**src/fpu_flags_map.svh**
```systemverilog
`ifndef FPU_FLAGS_MAP_SVH
`define FPU_FLAGS_MAP_SVH

// Control word field positions
`define CTL_MASK_LSB     0
`define CTL_MASK_W       6
`define CTL_INV_MASK_BIT 0
`define CTL_PREC_LSB     8
`define CTL_ROUND_LSB    10
`define CTL_SPARE_BIT    12

// Control word values after hardware reset and after initialise
`define CTL_RESET_VAL    16'h037E
`define CTL_INIT_VAL     16'h037F

// Exception flag position and reset values of the sticky flags and condition bits
`define EXC_INVALID_BIT  0
`define EXC_FLAGS_RESET  6'h01
`define CC_RESET_VAL     4'h0

// Significand widths selected by the precision field
`define SIG_BITS_24      7'h18
`define SIG_BITS_53      7'h35
`define SIG_BITS_64      7'h40

`endif

```
**src/fpu_flags_pkg.sv**
```systemverilog
package fpu_flags_pkg;

    // Command presented by the execution unit, one per cycle
    typedef enum logic [3:0] {
        OP_NONE      = 4'h0,
        OP_LOAD_CTL  = 4'h1,
        OP_INIT      = 4'h2,
        OP_CLEAR_EXC = 4'h3,
        OP_COMPARE   = 4'h4,
        OP_EXAMINE   = 4'h5,
        OP_PREM_INC  = 4'h6,
        OP_ARITH     = 4'h7,
        OP_OTHER     = 4'h8
    } op_kind_t;

    typedef enum logic [1:0] {
        CMP_GT    = 2'h0,
        CMP_LT    = 2'h1,
        CMP_EQ    = 2'h2,
        CMP_UNORD = 2'h3
    } cmp_res_t;

    typedef enum logic [2:0] {
        CLS_UNSUP  = 3'h0,
        CLS_NAN    = 3'h1,
        CLS_NORMAL = 3'h2,
        CLS_INF    = 3'h3,
        CLS_ZERO   = 3'h4,
        CLS_EMPTY  = 3'h5,
        CLS_DENORM = 3'h6
    } op_class_t;

    // How an operation is governed by rounding and precision control
    typedef enum logic [1:0] {
        RND_NONE  = 2'h0,
        RND_FINAL = 2'h1,
        RND_BASIC = 2'h2
    } round_use_t;

    typedef enum logic [1:0] {
        ROUND_NEAREST = 2'h0,
        ROUND_DOWN    = 2'h1,
        ROUND_UP      = 2'h2,
        ROUND_CHOP    = 2'h3
    } round_sel_t;

    typedef enum logic [1:0] {
        PREC_24  = 2'h0,
        PREC_RSV = 2'h1,
        PREC_53  = 2'h2,
        PREC_64  = 2'h3
    } precision_sel_t;

    typedef struct packed {
        op_kind_t   kind;
        cmp_res_t   cmp;
        op_class_t  cls;
        logic       sign;
        round_use_t rnd_use;
        logic       has_mem;
        logic       seg_fault;
        logic [15:0] data;
    } op_req_t;

endpackage : fpu_flags_pkg
```
**src/fpu_flags_control_exceptions.sv**
```systemverilog
`timescale 1ns/1ns
`include "fpu_flags_map.svh"
// Operation
// - Compare sets bits three, two, zero: 000 gt, 001 lt, 100 eq, 111 unordered.
// - Examine encodes class and sign of stack top; sign in bit one.
// - Control word bits five to zero mask the six exceptions.
// - Bit twelve is spare, cleared by reset and init, loadable.
// - Bits eleven and ten select the rounding mode.
// - Rounding selection affects only operations rounding their final result.
// - Bits nine and eight may reduce significand precision below 64 bits.
// - Precision selection applies only to add, sub, div, mul, sqrt.
// - Segment-limit fault leaves opcode unexecuted and pointers unchanged.
// - Saved pointers identify the failing instruction despite parallel execution.
// - Unmasked exception sets its flag, error summary and error output.
// - Reset sets invalid flag and summary, clears invalid mask, asserts error.
// - Condition bits clear after reset, init and incomplete remainder.
module fpu_flags_control_exceptions
    import fpu_flags_pkg::*;
#(
    parameter int ADDR_W = 32,
    parameter int OPC_W  = 11
) (
    input  wire logic                clk,
    input  wire logic                arst_n,
    input  wire op_req_t             req,
    input  wire logic [ADDR_W-1:0]   instr_addr,
    input  wire logic [ADDR_W-1:0]   oper_addr,
    input  wire logic [OPC_W-1:0]    opcode,
    input  wire logic [5:0]          exc_raise,
    output logic      [15:0]         ctl_word_ff,
    output logic      [3:0]          cc_ff,
    output logic      [5:0]          exc_flags_ff,
    output logic                     error_summary_ff,
    output logic                     error_n_ff,
    output logic                     round_active_ff,
    output round_sel_t               eff_round_ff,
    output logic      [6:0]          sig_bits_ff,
    output logic      [ADDR_W-1:0]   inst_ptr_ff,
    output logic      [ADDR_W-1:0]   data_ptr_ff,
    output logic      [OPC_W-1:0]    opcode_ptr_ff,
    output logic                     data_ptr_valid_ff
);

    // Refuse widths the pointer registers cannot serve
    if (ADDR_W < 16 || ADDR_W > 32 || OPC_W < 1 || OPC_W > 16) begin : gen_width_check
        $error("fpu_flags_control_exceptions: unsupported width");
    end

    // Compare result to bits {three, two, one, zero}; bit one left clear
    function automatic logic [3:0] cmp_code(input cmp_res_t r);
        case (r)
            CMP_GT:  cmp_code = 4'h0;
            CMP_LT:  cmp_code = 4'h1;
            CMP_EQ:  cmp_code = 4'h8;
            default: cmp_code = 4'hD;
        endcase
    endfunction : cmp_code

    // Class code with sign folded into bit one
    function automatic logic [3:0] class_code(input op_class_t c, input logic s);
        logic [3:0] base;
        case (c)
            CLS_UNSUP:  base = 4'h0;
            CLS_NAN:    base = 4'h1;
            CLS_NORMAL: base = 4'h4;
            CLS_INF:    base = 4'h5;
            CLS_ZERO:   base = 4'h8;
            CLS_EMPTY:  base = 4'h9;
            default:    base = 4'hC;
        endcase
        class_code = base | {2'h0, s, 1'b0};
    endfunction : class_code

    // Significand width for a precision code; reserved code runs extended
    function automatic logic [6:0] sig_width(input logic [1:0] prec_code);
        case (prec_code)
            PREC_24: sig_width = `SIG_BITS_24;
            PREC_53: sig_width = `SIG_BITS_53;
            default: sig_width = `SIG_BITS_64;
        endcase
    endfunction : sig_width

    logic [5:0]  mask_w;
    logic [5:0]  unmasked;
    logic [5:0]  nxt_exc_flags;
    logic        nxt_summary;
    logic        is_init;
    logic        accepted;

    assign mask_w   = ctl_word_ff[`CTL_MASK_LSB +: `CTL_MASK_W];
    assign is_init  = (req.kind == OP_INIT);
    // Faulting opcode never executes, so it touches no state
    assign accepted = (req.kind != OP_NONE) && !req.seg_fault;

    assign unmasked = exc_raise & ~mask_w;

    // Flags: a raise in the same cycle as a clear survives it
    always_comb begin
        nxt_exc_flags = exc_flags_ff;
        nxt_summary   = error_summary_ff;
        if (accepted && (is_init || req.kind == OP_CLEAR_EXC)) begin
            nxt_exc_flags = 6'h00;
            nxt_summary   = 1'b0;
        end
        nxt_exc_flags = nxt_exc_flags | exc_raise;
        if (unmasked != 6'h00) begin
            nxt_summary = 1'b1;
        end
    end

    // Control word: reset clears invalid mask, init restores masked default
    always_ff @(posedge clk or negedge arst_n) begin
        if (!arst_n) begin
            ctl_word_ff <= `CTL_RESET_VAL;
        end else if (accepted && is_init) begin
            ctl_word_ff <= `CTL_INIT_VAL;
        end else if (accepted && req.kind == OP_LOAD_CTL) begin
            // masks, spare bit and modes all loadable
            ctl_word_ff <= req.data;
        end
    end

    // Sticky exception flags and error summary
    always_ff @(posedge clk or negedge arst_n) begin
        if (!arst_n) begin
            exc_flags_ff     <= `EXC_FLAGS_RESET;
            error_summary_ff <= 1'b1;
        end else begin
            exc_flags_ff     <= nxt_exc_flags;
            error_summary_ff <= nxt_summary;
        end
    end

    // Error pin follows summary one cycle later, active low
    always_ff @(posedge clk or negedge arst_n) begin
        if (!arst_n) begin
            error_n_ff <= 1'b0;
        end else begin
            error_n_ff <= ~error_summary_ff;
        end
    end

    // Condition code bits
    always_ff @(posedge clk or negedge arst_n) begin
        if (!arst_n) begin
            cc_ff <= `CC_RESET_VAL;
        end else if (accepted) begin
            case (req.kind)
                OP_COMPARE:  cc_ff <= cmp_code(req.cmp) & 4'hD;
                OP_EXAMINE:  cc_ff <= class_code(req.cls, req.sign);
                OP_INIT:     cc_ff <= `CC_RESET_VAL;
                OP_PREM_INC: cc_ff <= `CC_RESET_VAL;
                default:     cc_ff <= cc_ff;
            endcase
        end
    end

    // Effective rounding for the operation just issued
    always_ff @(posedge clk or negedge arst_n) begin
        if (!arst_n) begin
            round_active_ff <= 1'b0;
            eff_round_ff    <= ROUND_NEAREST;
        end else if (accepted) begin
            // only final-rounding operations use the field
            round_active_ff <= (req.rnd_use != RND_NONE);
            eff_round_ff    <= (req.rnd_use != RND_NONE)
                ? round_sel_t'(ctl_word_ff[`CTL_ROUND_LSB +: 2]) : ROUND_NEAREST;
        end
    end

    // Effective significand width; others run extended
    always_ff @(posedge clk or negedge arst_n) begin
        if (!arst_n) begin
            sig_bits_ff <= `SIG_BITS_64;
        end else if (accepted) begin
            sig_bits_ff <= (req.rnd_use == RND_BASIC)
                ? sig_width(ctl_word_ff[`CTL_PREC_LSB +: 2]) : `SIG_BITS_64;
        end
    end

    // Pointers track the last executed numeric opcode; control forms keep
    // them so a handler still sees the instruction that raised the error
    always_ff @(posedge clk or negedge arst_n) begin
        if (!arst_n) begin
            inst_ptr_ff       <= '0;
            data_ptr_ff       <= '0;
            opcode_ptr_ff     <= '0;
            data_ptr_valid_ff <= 1'b0;
        end else if (accepted && req.kind != OP_INIT && req.kind != OP_CLEAR_EXC
                     && req.kind != OP_LOAD_CTL) begin
            inst_ptr_ff       <= instr_addr;
            opcode_ptr_ff     <= opcode;
            // data pointer meaningless without memory operand
            data_ptr_valid_ff <= req.has_mem;
            if (req.has_mem) begin
                data_ptr_ff <= oper_addr;
            end
        end
    end

    logic past_valid_ff;
    always_ff @(posedge clk or negedge arst_n) begin
        if (!arst_n) begin
            past_valid_ff <= 1'b0;
        end else begin
            past_valid_ff <= 1'b1;
        end
    end
endmodule : fpu_flags_control_exceptions

```
**config.mk**
```make
export PLATFORM = sky130hd
export DESIGN_NAME = fpu_flags_control_exceptions
export DESIGN_NICKNAME = d
export VERILOG_FILES = /design/src/fpu_flags_pkg.sv /design/src/fpu_flags_control_exceptions.sv
export VERILOG_INCLUDE_DIRS = /design/src /design/src/src
export SDC_FILE = /design/constraint.sdc
export NUM_CORES = 1
export LEC_CHECK = 0
export ABC_AREA = 1
export BUFFER_PORTS_ARGS = -buffer_cell sky130_fd_sc_hd__buf_2
export CORE_ASPECT_RATIO = 1.4
export CORE_UTILIZATION = 49
export CTS_CLUSTER_DIAMETER = 50
export DETAILED_ROUTE_END_ITERATION = 10
export PLACE_DENSITY_LB_ADDON = 0.12
export SLEW_MARGIN = 30
export SYNTH_ARGS = -nofsm -noshare
export SYNTH_HDL_FRONTEND = slang
export SYNTH_SLANG_ARGS = --single-unit
export TNS_END_PERCENT = 30
```
**constraint.sdc**
```tcl
create_clock -name clk -period 2 [get_ports clk]
set_input_delay 0.2 -clock clk [delete_from_list [all_inputs] [get_ports clk]]
set_output_delay 0.2 -clock clk [all_outputs]
set_load 0.005 [all_outputs]
```
**Word-level counts from Yosys, hierarchy flattened**

Cells that the tools add are included.
W data, S select, Z words.

- Bits in registers: 114
- Latch bits: 0
- Memory bits (writable): 0
- ROM bits: 0
- Input port bits: 113
- Output and inout port bits: 114
- Word-level logic and storage cells: 69
- Memories: 0

- $add $sub $neg: 0
- Multiply operators: 0
- Div/mod/pow operators: 0
- $lt $le $gt $ge: 0
- Equality and inequality tests: 18
- Shifts and indexed selects: 0
- Muxes and demuxes: 13
- Bitwise logic cells: 5
- Reduce and logical (&&, ||, !) cells: 21

Operators by type and width:

| operator | count |
|---|---|
| $mux W16 | 2 |
| $pmux W4 S3 | 2 |
| $pmux W4 S6 | 1 |
| $pmux W7 S2 | 1 |
| $eq A4 B3 Y1 const B | 3 |
| $eq A4 B2 Y1 const B | 2 |
| $mux W4 | 2 |
| $ne A4 B2 Y1 const B | 2 |
| $logic_and A1 B1 Y1 | 7 |
| $mux W7 | 1 |
| $and A6 B6 Y6 | 1 |
| $eq A2 B2 Y1 const B | 3 |
| $eq A3 B2 Y1 const B | 2 |
| $eq A3 B3 Y1 const B | 2 |
| $mux W6 | 1 |
| $not A6 Y6 | 1 |
| $or A6 B6 Y6 | 1 |
| $reduce_bool A2 Y1 | 3 |
| $reduce_bool A6 Y1 | 1 |
| $eq A4 B1 Y1 const B | 1 |
| $logic_not A2 Y1 | 2 |
| $ne A4 B1 Y1 const B | 1 |
| $or A4 B2 Y4 | 1 |
| $reduce_and A2 Y1 | 2 |
| 11 further kinds | 12 |

**Logic depth before layout (Yosys ltp)**

Gate-level depths: netlist of run 1.

- Depth in word-level cells: 6
- Depth in mapped cells: 7
- Gate-level depth less buffers: 7

**Worst setup path after synthesis of run 1**

Ideal clock, no wire load.

- Path kind: flip-flop to flip-flop
- Start point: register ctl_word_ff[8]
- End point: register sig_bits_ff[3]
- Library setup time: 83 ps
- Arrival time: 870 ps
- Data required time: 1,917 ps
- Slack: 1,048 ps
- Stages on the path, launching flop included: 4
- Buffers on the path: 0
- Clock period less this slack: 952 ps
- Cells stage by stage: dfstp_2 > nor3b_1 > nand2_1 > o21ai_0

- Word-level cells in the longest chain between the ends: 3
- Elaborated cells between the ends (all ways): 4
- Those cells by class: eq/ne (1); mux (2); reduce/logical (1)

RTL lines:

| what | RTL line | text |
|---|---|---|
| start: declaration | fpu_flags_control_exceptions.sv:30 | `output logic [15:0] ctl_word_ff,` |
| start signal: assignment | fpu_flags_control_exceptions.sv:114 | `` ctl_word_ff <= `CTL_RESET_VAL; `` |
| start signal: assignment | fpu_flags_control_exceptions.sv:116 | `` ctl_word_ff <= `CTL_INIT_VAL; `` |
| start signal: assignment | fpu_flags_control_exceptions.sv:119 | `ctl_word_ff <= req.data;` |
| $eq A2 B2 Y1 / $logic_not A2 Y1 (equally long branches) | fpu_flags_control_exceptions.sv:76 | `case (prec_code)` |
| $pmux W7 S2 * | fpu_flags_control_exceptions.sv:76 |  |
| $mux W7 (no line) * | -- |  |
| end signal: assignment | fpu_flags_control_exceptions.sv:174 | `` sig_bits_ff <= `SIG_BITS_64; `` |
| end signal: assignment | fpu_flags_control_exceptions.sv:176 | `sig_bits_ff <= (req.rnd_use == RND_BASIC)` |
| end: declaration | fpu_flags_control_exceptions.sv:37 | `output logic [6:0] sig_bits_ff,` |

Every way passes the cells marked *; elsewhere a longest branch is shown, timed or not.
A chain may end at the register's enable or synchronous reset.

**Worst setup path after layout of run 1**

- Start point: register ctl_word_ff[9]
- End point: output port ctl_word_ff[9]

No word-level cell between the ends.

==> metrics.md, run 1 <==
| Metric | Value |
|---|---|
| R2R cell count | `3` |
| Final Net Count | `845` |
| Netlist Area Pre-Place | `4530 µm²` |
| Drt wl/cell | `13.8 µm` |
| Post-Syn Nets | `627` |
| Routed Antenna Nets | `0` |
| Seq/Total Area, Yosys | `61.6%` |
| Relative slew slack | `52.9%` |
| Placeable Area | `8980 µm²` |
| Hold Crit Start | `exc_raise[5]` |
| TNS Setup | `0 ps` |
| Most used routing layer | `met2` |
| Period utilization | `60.9%` |
| Hold path depth | `3` |
| DPL Wire Length | `8390 µm` |
| Total CTS buffers | `9` |
| Clock Skew | `2.98 ps` |
| Rows | `41` |
| Fin crit period | `1220 ps` |
| CP max stage delay | `560 ps` |
| RSZ-0062 raised after global routing | `no` |
| Worst IR drop on VDD | `0.591 mV` |
| H-tree levels | `3` |
| Ys Warns | `0` |
| FF-to-FF Start | `ctl_word_ff[8]$_DFFE_PN1P_` |
| Largest net degree at the start of global routing | `112` |
| Initial core utilization | `50.5%` |
| Routing usage on met2 | `40.3%` |
| Crit-path leading delay family | `flip-flops` |
| Die span in y | `116 µm` |
| Clock sink total | `111` |
| CP Max Fanout | `4` |
| Worst R2R End | `sig_bits_ff[3]$_DFFE_PN0P_` |
| Routability Congestion | `0.821` |
| Final setup fails | `0` |
| Worst Path Class, Setup | `reg2out` |
| Post_cts resized | `0` |
| GRT overflow | `0` |
| Syn Inst Count | `514` |
| CP Launch Type | `flip-flop` |
| Post-CTS setup buffers | `0` |
| Clk pin slew, worst setup/hold paths | `70 ps` |
| Syn avg cell area | `8.81 µm²` |
| WP buf/inv | `1` |
| Outcome | `finished clean` |
| Max Slew Vio Count | `0` |
| Drc violations | `0` |
| Achievable Freq | `0.821 GHz` |
| Worst-Margin Slew | `706 ps` |
| Grt met1 use | `31.0%` |
| Vias per inst | `4.88` |
| Crit end category | `output port` |
| Worst reg-to-reg setup slack | `820 ps` |
| Total number of vias | `4,116` |
| Crit path arrival time | `1020 ps` |
| Clk root buf | `clkbuf_16` |
| WL final | `11,700 µm` |
| CTS tree | `built` |
| Max cap viols | `0` |
| Initial antenna violation count | `0` |
| Clk buf depth | `2` |
| DRT Pass-1 Iters | `4` |
| Hold Path End | `exc_flags_ff[5]$_DFF_PN0_` |
| Crit path required time | `1800 ps` |
| I/O pins | `227` |
| #FFs+latches synth | `111` |
| Worst-path cell chain | `buf_2` |
| Met3 GRT Util | `5.06%` |
| Highest-delay cell along the critical path | `dfstp_2` |
| First-pass GRT wire length | `18,600 µm` |
| Die W | `83.3 µm` |
| Leakage power | `3.49 nW` |
| Final hold violation count | `0` |
| Starting DRT DRC Count | `216` |
| Hold crit path type | `in2reg` |
| Vias in the first global route | `3,792` |
| IO buf count | `225` |
| Netlist cell types | `24` |
| Share of layout cells above drive strength 1 | `36.1%` |
| GRT Total Usage | `24.5%` |
| Clk Latency, worst-skew pair | `340 ps` |
| Worst hold margin | `55.4 ps` |
| Die ar. | `9640 µm²` |
| ANT cells | `0` |
| Hold Buf Count CTS | `1` |
| Area growth, synth to finish | `32.3%` |
| Total power per unit cell area | `910 nW/µm²` |
flip-flops by register name, indices dropped and copies added (netlist names):
register,flops
cc_ff,4
ctl_word_ff,16
data_ptr_ff,32
data_ptr_valid_ff,1
eff_round_ff,2
error_n_ff,1
error_summary_ff,1
exc_flags_ff,6
inst_ptr_ff,32
opcode_ptr_ff,11
round_active_ff,1
sig_bits_ff,4
metrics by stage:
stage	utilization [%]	setup WS, ps	power (mW)	cell area [µm²]	cells
after global placement	63.5	616	3.74	5700	827
after global routing	66.7	718	5.75	5990	843
after CTS	66.7	769	5.50	5990	843
after detailed placement	63.5	570	3.77	5700	827
final	66.7	782	5.45	5990	843
after floorplan	-	1050	3.20	4530	514
cell usage in the layout, fill, tap and decap left out, types with 2 or more instances in the layout:
| cell type | count |
|---|---|
| nand3_1 | 45 |
| nand2_1 | 248 |
| dfrtp_1 | 100 |
| buf_2 | 224 |
| clkinv_2 | 2 |
| nor2_1 | 8 |
| o21ai_1 | 3 |
| clkbuf_16 | 9 |
| inv_2 | 5 |
| clkbuf_1 | 2 |
| nand3b_1 | 9 |
| buf_4 | 7 |
| o22ai_1 | 2 |
| nor2_4 | 2 |
| inv_1 | 29 |
| o21ai_0 | 18 |
| dfstp_2 | 11 |
cell usage after synthesis:
library cell,count,area [µm²]
nor2_1,8,30.0
nor2_4,2,22.5
a21oi_4,1,16.3
inv_1,29,109
o22ai_1,2,12.5
buf_6,1,11.3
o211ai_1,1,7.51
o21ai_0,18,90.1
nand4_1,1,6.26
nand2_2,1,6.26
conb_1,1,3.75
nand3_1,45,225
nand2_1,248,931
nor3b_1,1,7.51
clkbuf_1,4,15.0
dfstp_2,11,289
dfrtp_1,100,2500
nand3b_1,9,67.6
buf_4,10,75.1
a21boi_0,1,7.51
buf_2,11,55.1
o21ai_1,3,15.0
inv_2,5,18.8
nor2_2,1,6.26
power by group:
group          internal (mW)  switching (mW)  total [mW]
clock network          0.962           0.768        1.73
registers               2.58           0.170        2.75
logic                  0.447           0.524       0.971
total                   3.99            1.46        5.45
cell type report:
cell class	instances	area, µm²
Fill cell	766	2990
Inverter	34	128
Clock buffer	11	233
Tap cell	107	134
Sequential cell	111	2790
Clock inverter	4	47.5
Timing Repair Buffer	233	1200
Multi-Input combinational cell	343	1460
routing by layer:
| layer | wire length, µm | vias to the layer above |
|---|---|---|
| met5 | 0 | - |
| met4 | 321 | 0 |
| met3 | 758 | 23 |
| met2 | 5720 | 161 |
| met1 | 4850 | 1918 |
| li1 | - | 2014 |
worst max-delay path by stage:
stage,startpoint,endpoint,depth (start not counted)
after global routing,ctl_word_ff[8]$_DFFE_PN1P_,sig_bits_ff[3]$_DFFE_PN0P_,3
after CTS,ctl_word_ff[9]$_DFFE_PN1P_,ctl_word_ff[9],1
after floorplan,ctl_word_ff[8]$_DFFE_PN1P_,sig_bits_ff[3]$_DFFE_PN0P_,3
final,ctl_word_ff[9]$_DFFE_PN1P_,ctl_word_ff[9],1
after global placement,req[28],error_summary_ff$_DFFE_PN1P_,7
after detailed placement,req[28],opcode_ptr_ff[4]$_DFFE_PN0P_,6
cells by family (layout without fill, tap and decap cells):
| kind of cell | count (synthesis) | in the layout | share of synthesized area, % |
|---|---|---|---|
| simple gates | 316 | 316 | 28.7 |
| flops | 111 | 111 | 61.6 |
| other cells | 1 | 1 | 0.0828 |
| compound gates | 26 | 26 | 3.29 |
| buf+inv | 60 | 282 | 6.27 |
Note: power is estimated with default switching activity, not from simulation.
==> run 2, diff against run 1 <==
--- a/config.mk
+++ b/config.mk
@@ -9,7 +9,7 @@
 export ABC_AREA = 1
 export BUFFER_PORTS_ARGS = -buffer_cell sky130_fd_sc_hd__buf_2
 export CORE_ASPECT_RATIO = 1.4
-export CORE_UTILIZATION = 49
+export CORE_UTILIZATION = 46
 export CTS_CLUSTER_DIAMETER = 50
 export DETAILED_ROUTE_END_ITERATION = 10
 export PLACE_DENSITY_LB_ADDON = 0.12
==> constraint.sdc (replaced) <==
create_clock -name clk -period 1.2 [get_ports clk]
set_input_delay 0.12 -clock clk [delete_from_list [all_inputs] [get_ports clk]]
set_output_delay 0.12 -clock clk [all_outputs]
set_load 0.005 [all_outputs]
==> run 2 against run 1 <==
Sequential share of layout area fell by 6.0 points. Routed wire length up 11%. Global-route usage is 1.8 points higher. Highest routed layer unchanged.
==> metrics.md, run 2 (synthesized netlist as in run 1, its figures left out) <==
| Metric | Value |
|---|---|
| GRT overflow | `0` |
| Fin crit period | `1140 ps` |
| Clk buf depth | `2` |
| Final setup fails | `0` |
| Commonest cells after routing, fill and taps aside | `248 x nand2_1, 224 x buf_2, 100 x dfrtp_1, 62 x dlygate4sd3_1, 45 x nand3_1` |
| Largest regs | `data_ptr_ff (32), inst_ptr_ff (32), ctl_word_ff (16)` |
| Routed Antenna Nets | `0` |
| Placeable Area | `9510 µm²` |
| Core Util, Final | `72.3%` |
| Share of layout cells above drive strength 1 | `34.6%` |
| Drt wl/cell | `13.8 µm` |
| Crit end category | `output port` |
| Drc violations | `0` |
| Max cap viols | `0` |
| Final hold violation count | `0` |
| Final Net Count | `917` |
| Initial core utilization | `47.6%` |
| Sequential cell area | `2790 µm²` |
| Crit path required time | `1080 ps` |
| Highest-delay cell along the critical path | `dfstp_2` |
| Leakage power | `3.86 nW` |
| Achievable Freq | `0.877 GHz` |
| Final worst slack | `60.1 ps` |
| Crit-path leading delay family | `flip-flops` |
| Hold Buf Count CTS | `62` |
| WL final | `13,000 µm` |
| Die W | `85.9 µm` |
| Worst-path cell chain | `buf_2` |
| I/O pins | `227` |
| IO buf count | `225` |
| DPL Wire Length | `8690 µm` |
| Post_cts resized | `0` |
| CP max stage delay | `550 ps` |
| Clk pin slew, worst setup/hold paths | `70 ps` |
| DRT Pass-1 Iters | `5` |
| Most common cell after layout, fill and taps aside | `nand2_1` |
| WP buf/inv | `1` |
| Crit path arrival time | `1020 ps` |
| Routability Congestion | `0.788` |
| Hold crit path type | `in2reg` |
| Total number of vias | `4,450` |
| Area growth, synth to finish | `51.8%` |
| Total CTS buffers | `9` |
| RSZ-0062 raised after global routing | `no` |
| Clock sink total | `111` |
| Power, Total | `9.78 mW` |
| Dpl ws | `83.4 ps` |
| Worst Path Class, Setup | `reg2out` |
| Placed Cells | `863` |
| Period utilization | `95.0%` |
| Vias in the first global route | `4,433` |
| Clk root buf | `clkbuf_16` |
| CP Max Fanout | `3` |
| Total power per unit cell area | `1420 nW/µm²` |
| H-tree levels | `3` |
| Outcome | `finished clean` |
| Starting DRT DRC Count | `220` |
| Post-Layout Cell Count | `941` |
| Post-CTS setup buffers | `0` |
| Die ar. | `10,300 µm²` |
| GRT Total Usage | `26.3%` |
| Vias per inst | `4.73` |
| TNS Setup | `0 ps` |
| Rows | `42` |
| Initial antenna violation count | `0` |
| CTS tree | `built` |
| CP Launch Type | `flip-flop` |
| Multi-input logic area | `1460 µm²` |
| Clk Latency, worst-skew pair | `340 ps` |
| Worst IR drop on VDD | `0.819 mV` |
| Die span in y | `119 µm` |
| Largest net degree at the start of global routing | `42` |
| Fillers | `729` |
| Clock Skew | `2.47 ps` |
| Max Slew Vio Count | `0` |
| ANT cells | `0` |
| First-pass GRT wire length | `20,800 µm` |
[run 2: through the flow]
| stage | hold WS, ps | cell area, µm² |
|---|---|---|
| 3_5_place_dp | 77.5 | 5920 |
| 6_report | 8.40 | 6880 |
| 3_3_place_gp | 70.3 | 5920 |
| 4_1_cts | 1.44 | 6880 |
| 2_1_floorplan | -176 | 4530 |
| 5_1_grt | 8.82 | 6880 |
[run 2: path summary, 6_finish.rpt]
kind / from / endpoint / slack (ps) / depth (start not counted)
max: ctl_word_ff[2]$_DFFE_PN1P_ / ctl_word_ff[2] / 60 / 1
min: opcode[1] / opcode_ptr_ff[1]$_DFFE_PN0P_ / 8 / 3
max reg2reg: ctl_word_ff[8]$_DFFE_PN1P_ / sig_bits_ff[5]$_DFFE_PN0P_ / 210 / 4
min reg2reg: error_summary_ff$_DFFE_PN1P_ / error_n_ff$_DFF_PN0_ / 450 / 1
max in group asynchronous: arst_n / error_summary_ff$_DFFE_PN1P_ / 420 / 3
min in group asynchronous: arst_n / eff_round_ff[0]$_DFFE_PN0P_ / 240 / 2
[run 2: where the power goes]
group | internal [mW] | leakage, nW | switching (mW)
clock network | 2.00 | 0.169 | 1.31
logic | 0.935 | 2.35 | 0.937
registers | 4.30 | 1.34 | 0.294
total | 7.24 | 3.86 | 2.54
[run 2: per-layer routing]
layer / vias up / routed length (µm) / track usage [%]
li1: 2161 / - / -
met4: 0 / 387 / 13.3
met5: - / 0 / 0
met3: 27 / 740 / 4.71
met1: 2071 / 5000 / 30.7
met2: 191 / 6850 / 45.8
[run 2: area by class of cell]
type / instances / share of cell area, %
clock inverters: 4 / 1.07
inverters: 34 / 1.86
multi-input cells: 343 / 21.2
flip-flops and latches: 111 / 40.6
clock buffers: 12 / 3.88
repair buffers: 305 / 29.0
well taps: 132 / 2.40
[run 2: worst reg2reg max path: stages (launching register included)]
cell and delay [ps]:
dfstp_2 380, nor3b_1 200, buf_4 160, nand2_1 40, o21ai_0 120
==> run 3, diff against run 2 <==
--- a/config.mk
+++ b/config.mk
@@ -12,6 +12,7 @@
 export CORE_UTILIZATION = 46
 export CTS_CLUSTER_DIAMETER = 50
 export DETAILED_ROUTE_END_ITERATION = 10
+export MAX_ROUTING_LAYER = met4
 export PLACE_DENSITY_LB_ADDON = 0.12
 export SLEW_MARGIN = 30
 export SYNTH_ARGS = -nofsm -noshare
==> run 3 against run 2 <==
Clock power about the same. Worst setup slack gained 1.6 ps. Sequential share of layout area stayed put. Cell count unchanged. Critical path depth is the same. Via count up 0.61%. Die area stayed put. Largest cell class unchanged.
==> metrics.md, run 3 (synthesized netlist as in run 1, its figures left out) <==
| Metric | Value |
|---|---|
| Outcome | `finished clean` |
| Placed Cells | `863` |
| R2R cell count | `4` |
| Drt wl/cell | `13.8 µm` |
| Achievable Freq | `0.879 GHz` |
| Leakage power | `3.86 nW` |
| Clk buf depth | `2` |
| Clock sink total | `111` |
| CP Max Fanout | `3` |
| CP max stage delay | `550 ps` |
| Commonest cells after routing, fill and taps aside | `248 x nand2_1, 224 x buf_2, 100 x dfrtp_1, 62 x dlygate4sd3_1, 45 x nand3_1` |
| RSZ-0062 raised after global routing | `no` |
| Initial antenna violation count | `0` |
| TNS Setup | `0 ps` |
| GRT overflow | `0` |
| DRT Pass-1 Iters | `5` |
| Die W | `85.9 µm` |
| GRT Total Usage | `27.1%` |
| Highest-delay cell along the critical path | `dfstp_2` |
| Worst Path Class, Setup | `reg2out` |
| Worst reg-to-reg setup slack | `210 ps` |
| Hold Path End | `opcode_ptr_ff[1]$_DFFE_PN0P_` |
| Crit-path leading delay family | `flip-flops` |
| Initial core utilization | `47.6%` |
| Total power per unit cell area | `1420 nW/µm²` |
| Die ar. | `10,300 µm²` |
| Hold Crit Start | `opcode[1]` |
| Starting DRT DRC Count | `224` |
| Most common cell after layout, fill and taps aside | `nand2_1` |
| Crit end category | `output port` |
| Vias in the first global route | `4,427` |
| Post-Layout Cell Count | `941` |
| ANT cells | `0` |
| Clk Latency, worst-skew pair | `340 ps` |
| Total number of vias | `4,477` |
| Crit path required time | `1080 ps` |
| Final setup fails | `0` |
| I/O pins | `227` |
| Period utilization | `94.9%` |
| Worst R2R End | `sig_bits_ff[5]$_DFFE_PN0P_` |
| Total CTS buffers | `9` |
| Clock Skew | `2.96 ps` |
| Int Pwr | `7.24 mW` |
| Worst IR drop on VDD | `0.821 mV` |
| CP Launch Type | `flip-flop` |
| Rows | `42` |
| Max Slew Vio Count | `0` |
| Final Net Count | `917` |
| Core Util, Final | `72.3%` |
| WL final | `13,000 µm` |
| Fin crit period | `1140 ps` |
| Share of layout cells above drive strength 1 | `34.6%` |
| Clk root buf | `clkbuf_16` |
| CTS tree | `built` |
| Largest regs | `data_ptr_ff (32), inst_ptr_ff (32), ctl_word_ff (16)` |
| Sw Share | `25.9%` |
| Routability Congestion | `0.799` |
| FF-to-FF Start | `ctl_word_ff[8]$_DFFE_PN1P_` |
| Routed Antenna Nets | `0` |
| IO buf count | `225` |
| Worst-path cell chain | `buf_2` |
| Psw | `2.53 mW` |
| Clk pin slew, worst setup/hold paths | `70 ps` |
| Largest net degree at the start of global routing | `42` |
| First-pass GRT wire length | `20,800 µm` |
| Drc violations | `0` |
| Hold path depth | `3` |
| Placeable Area | `9510 µm²` |
| H-tree levels | `3` |
| Vias per inst | `4.76` |
| Area growth, synth to finish | `51.8%` |
| Die span in y | `119 µm` |
| DPL Wire Length | `8690 µm` |
| Seq pwr share | `47.0%` |
| Max cap viols | `0` |
| Clk network pwr share | `33.8%` |
| Final hold violation count | `0` |
| Logic pwr share | `19.2%` |
| Hold crit path type | `in2reg` |
| Crit path arrival time | `1020 ps` |
| WP buf/inv | `1` |
run 3: worst max path at each step:
| stage | slack [ps] | start | cells after the start | end |
|---|---|---|---|---|
| floorplan | 250 | ctl_word_ff[8]$_DFFE_PN1P_ | 3 | sig_bits_ff[3]$_DFFE_PN0P_ |
| global placement | 120 | req[28] | 8 | ctl_word_ff[0]$_DFFE_PN0P_ |
| detailed placement | 80 | req[28] | 7 | data_ptr_ff[0]$_DFFE_PN0P_ |
| CTS | 60 | ctl_word_ff[9]$_DFFE_PN1P_ | 1 | ctl_word_ff[9] |
| global route | 40 | ctl_word_ff[9]$_DFFE_PN1P_ | 1 | ctl_word_ff[9] |
| finish | 60 | ctl_word_ff[2]$_DFFE_PN1P_ | 1 | ctl_word_ff[2] |
run 3: layer usage:
| layer | vias up | GRT usage, % | part of all wire [%] |
|---|---|---|---|
| met3 | 27 | 3.74 | 5.4 |
| met2 | 188 | 45.8 | 52 |
| met5 | - | - | 0 |
| met1 | 2102 | 31.3 | 39 |
| met4 | 0 | 13.3 | 3.2 |
| li1 | 2160 | - | - |
run 3: power groups by stage:
stage / sequential [mW] / clock (mW) / combinational (mW)
4_1_cts: 4.59 / 3.37 / 1.88
6_report: 4.60 / 3.31 / 1.87
3_3_place_gp: 4.63 / 0 / 1.67
3_5_place_dp: 4.64 / 0 / 1.72
5_1_grt: 4.66 / 3.50 / 2.09
2_1_floorplan: 4.69 / 0 / 0.641
run 3: area by class of cell:
type | count | area, µm²
Sequential cell | 111 | 2790
Fill cell | 729 | 2640
Timing Repair Buffer | 305 | 2000
Multi-Input combinational cell | 343 | 1460
Clock buffer | 12 | 267
Tap cell | 132 | 165
Inverter | 34 | 128
Clock inverter | 4 | 73.8
run 3: metrics by stage:
step | power (mW) | area (µm²) | hold WS (ps) | setup WS, ps
after floorplan | 5.33 | 4530 | -176 | 248
after global placement | 6.30 | 5920 | 70.3 | 122
after detailed placement | 6.36 | 5920 | 77.5 | 83.4
after CTS | 9.83 | 6880 | 1.44 | 57.3
after global routing | 10.2 | 6880 | 8.84 | 35.3
final | 9.78 | 6880 | 8.99 | 61.8
run 3: timing repair:
| action | CTS | global route |
|---|---|---|
| endpoints found under the hold margin | 75 | 0 |
| hold buffers | 62 | 0 |
| endpoints found under the setup margin | 0 | 0 |
| buffers inserted | 0 | 0 |
| gates resized for setup | 0 | 0 |
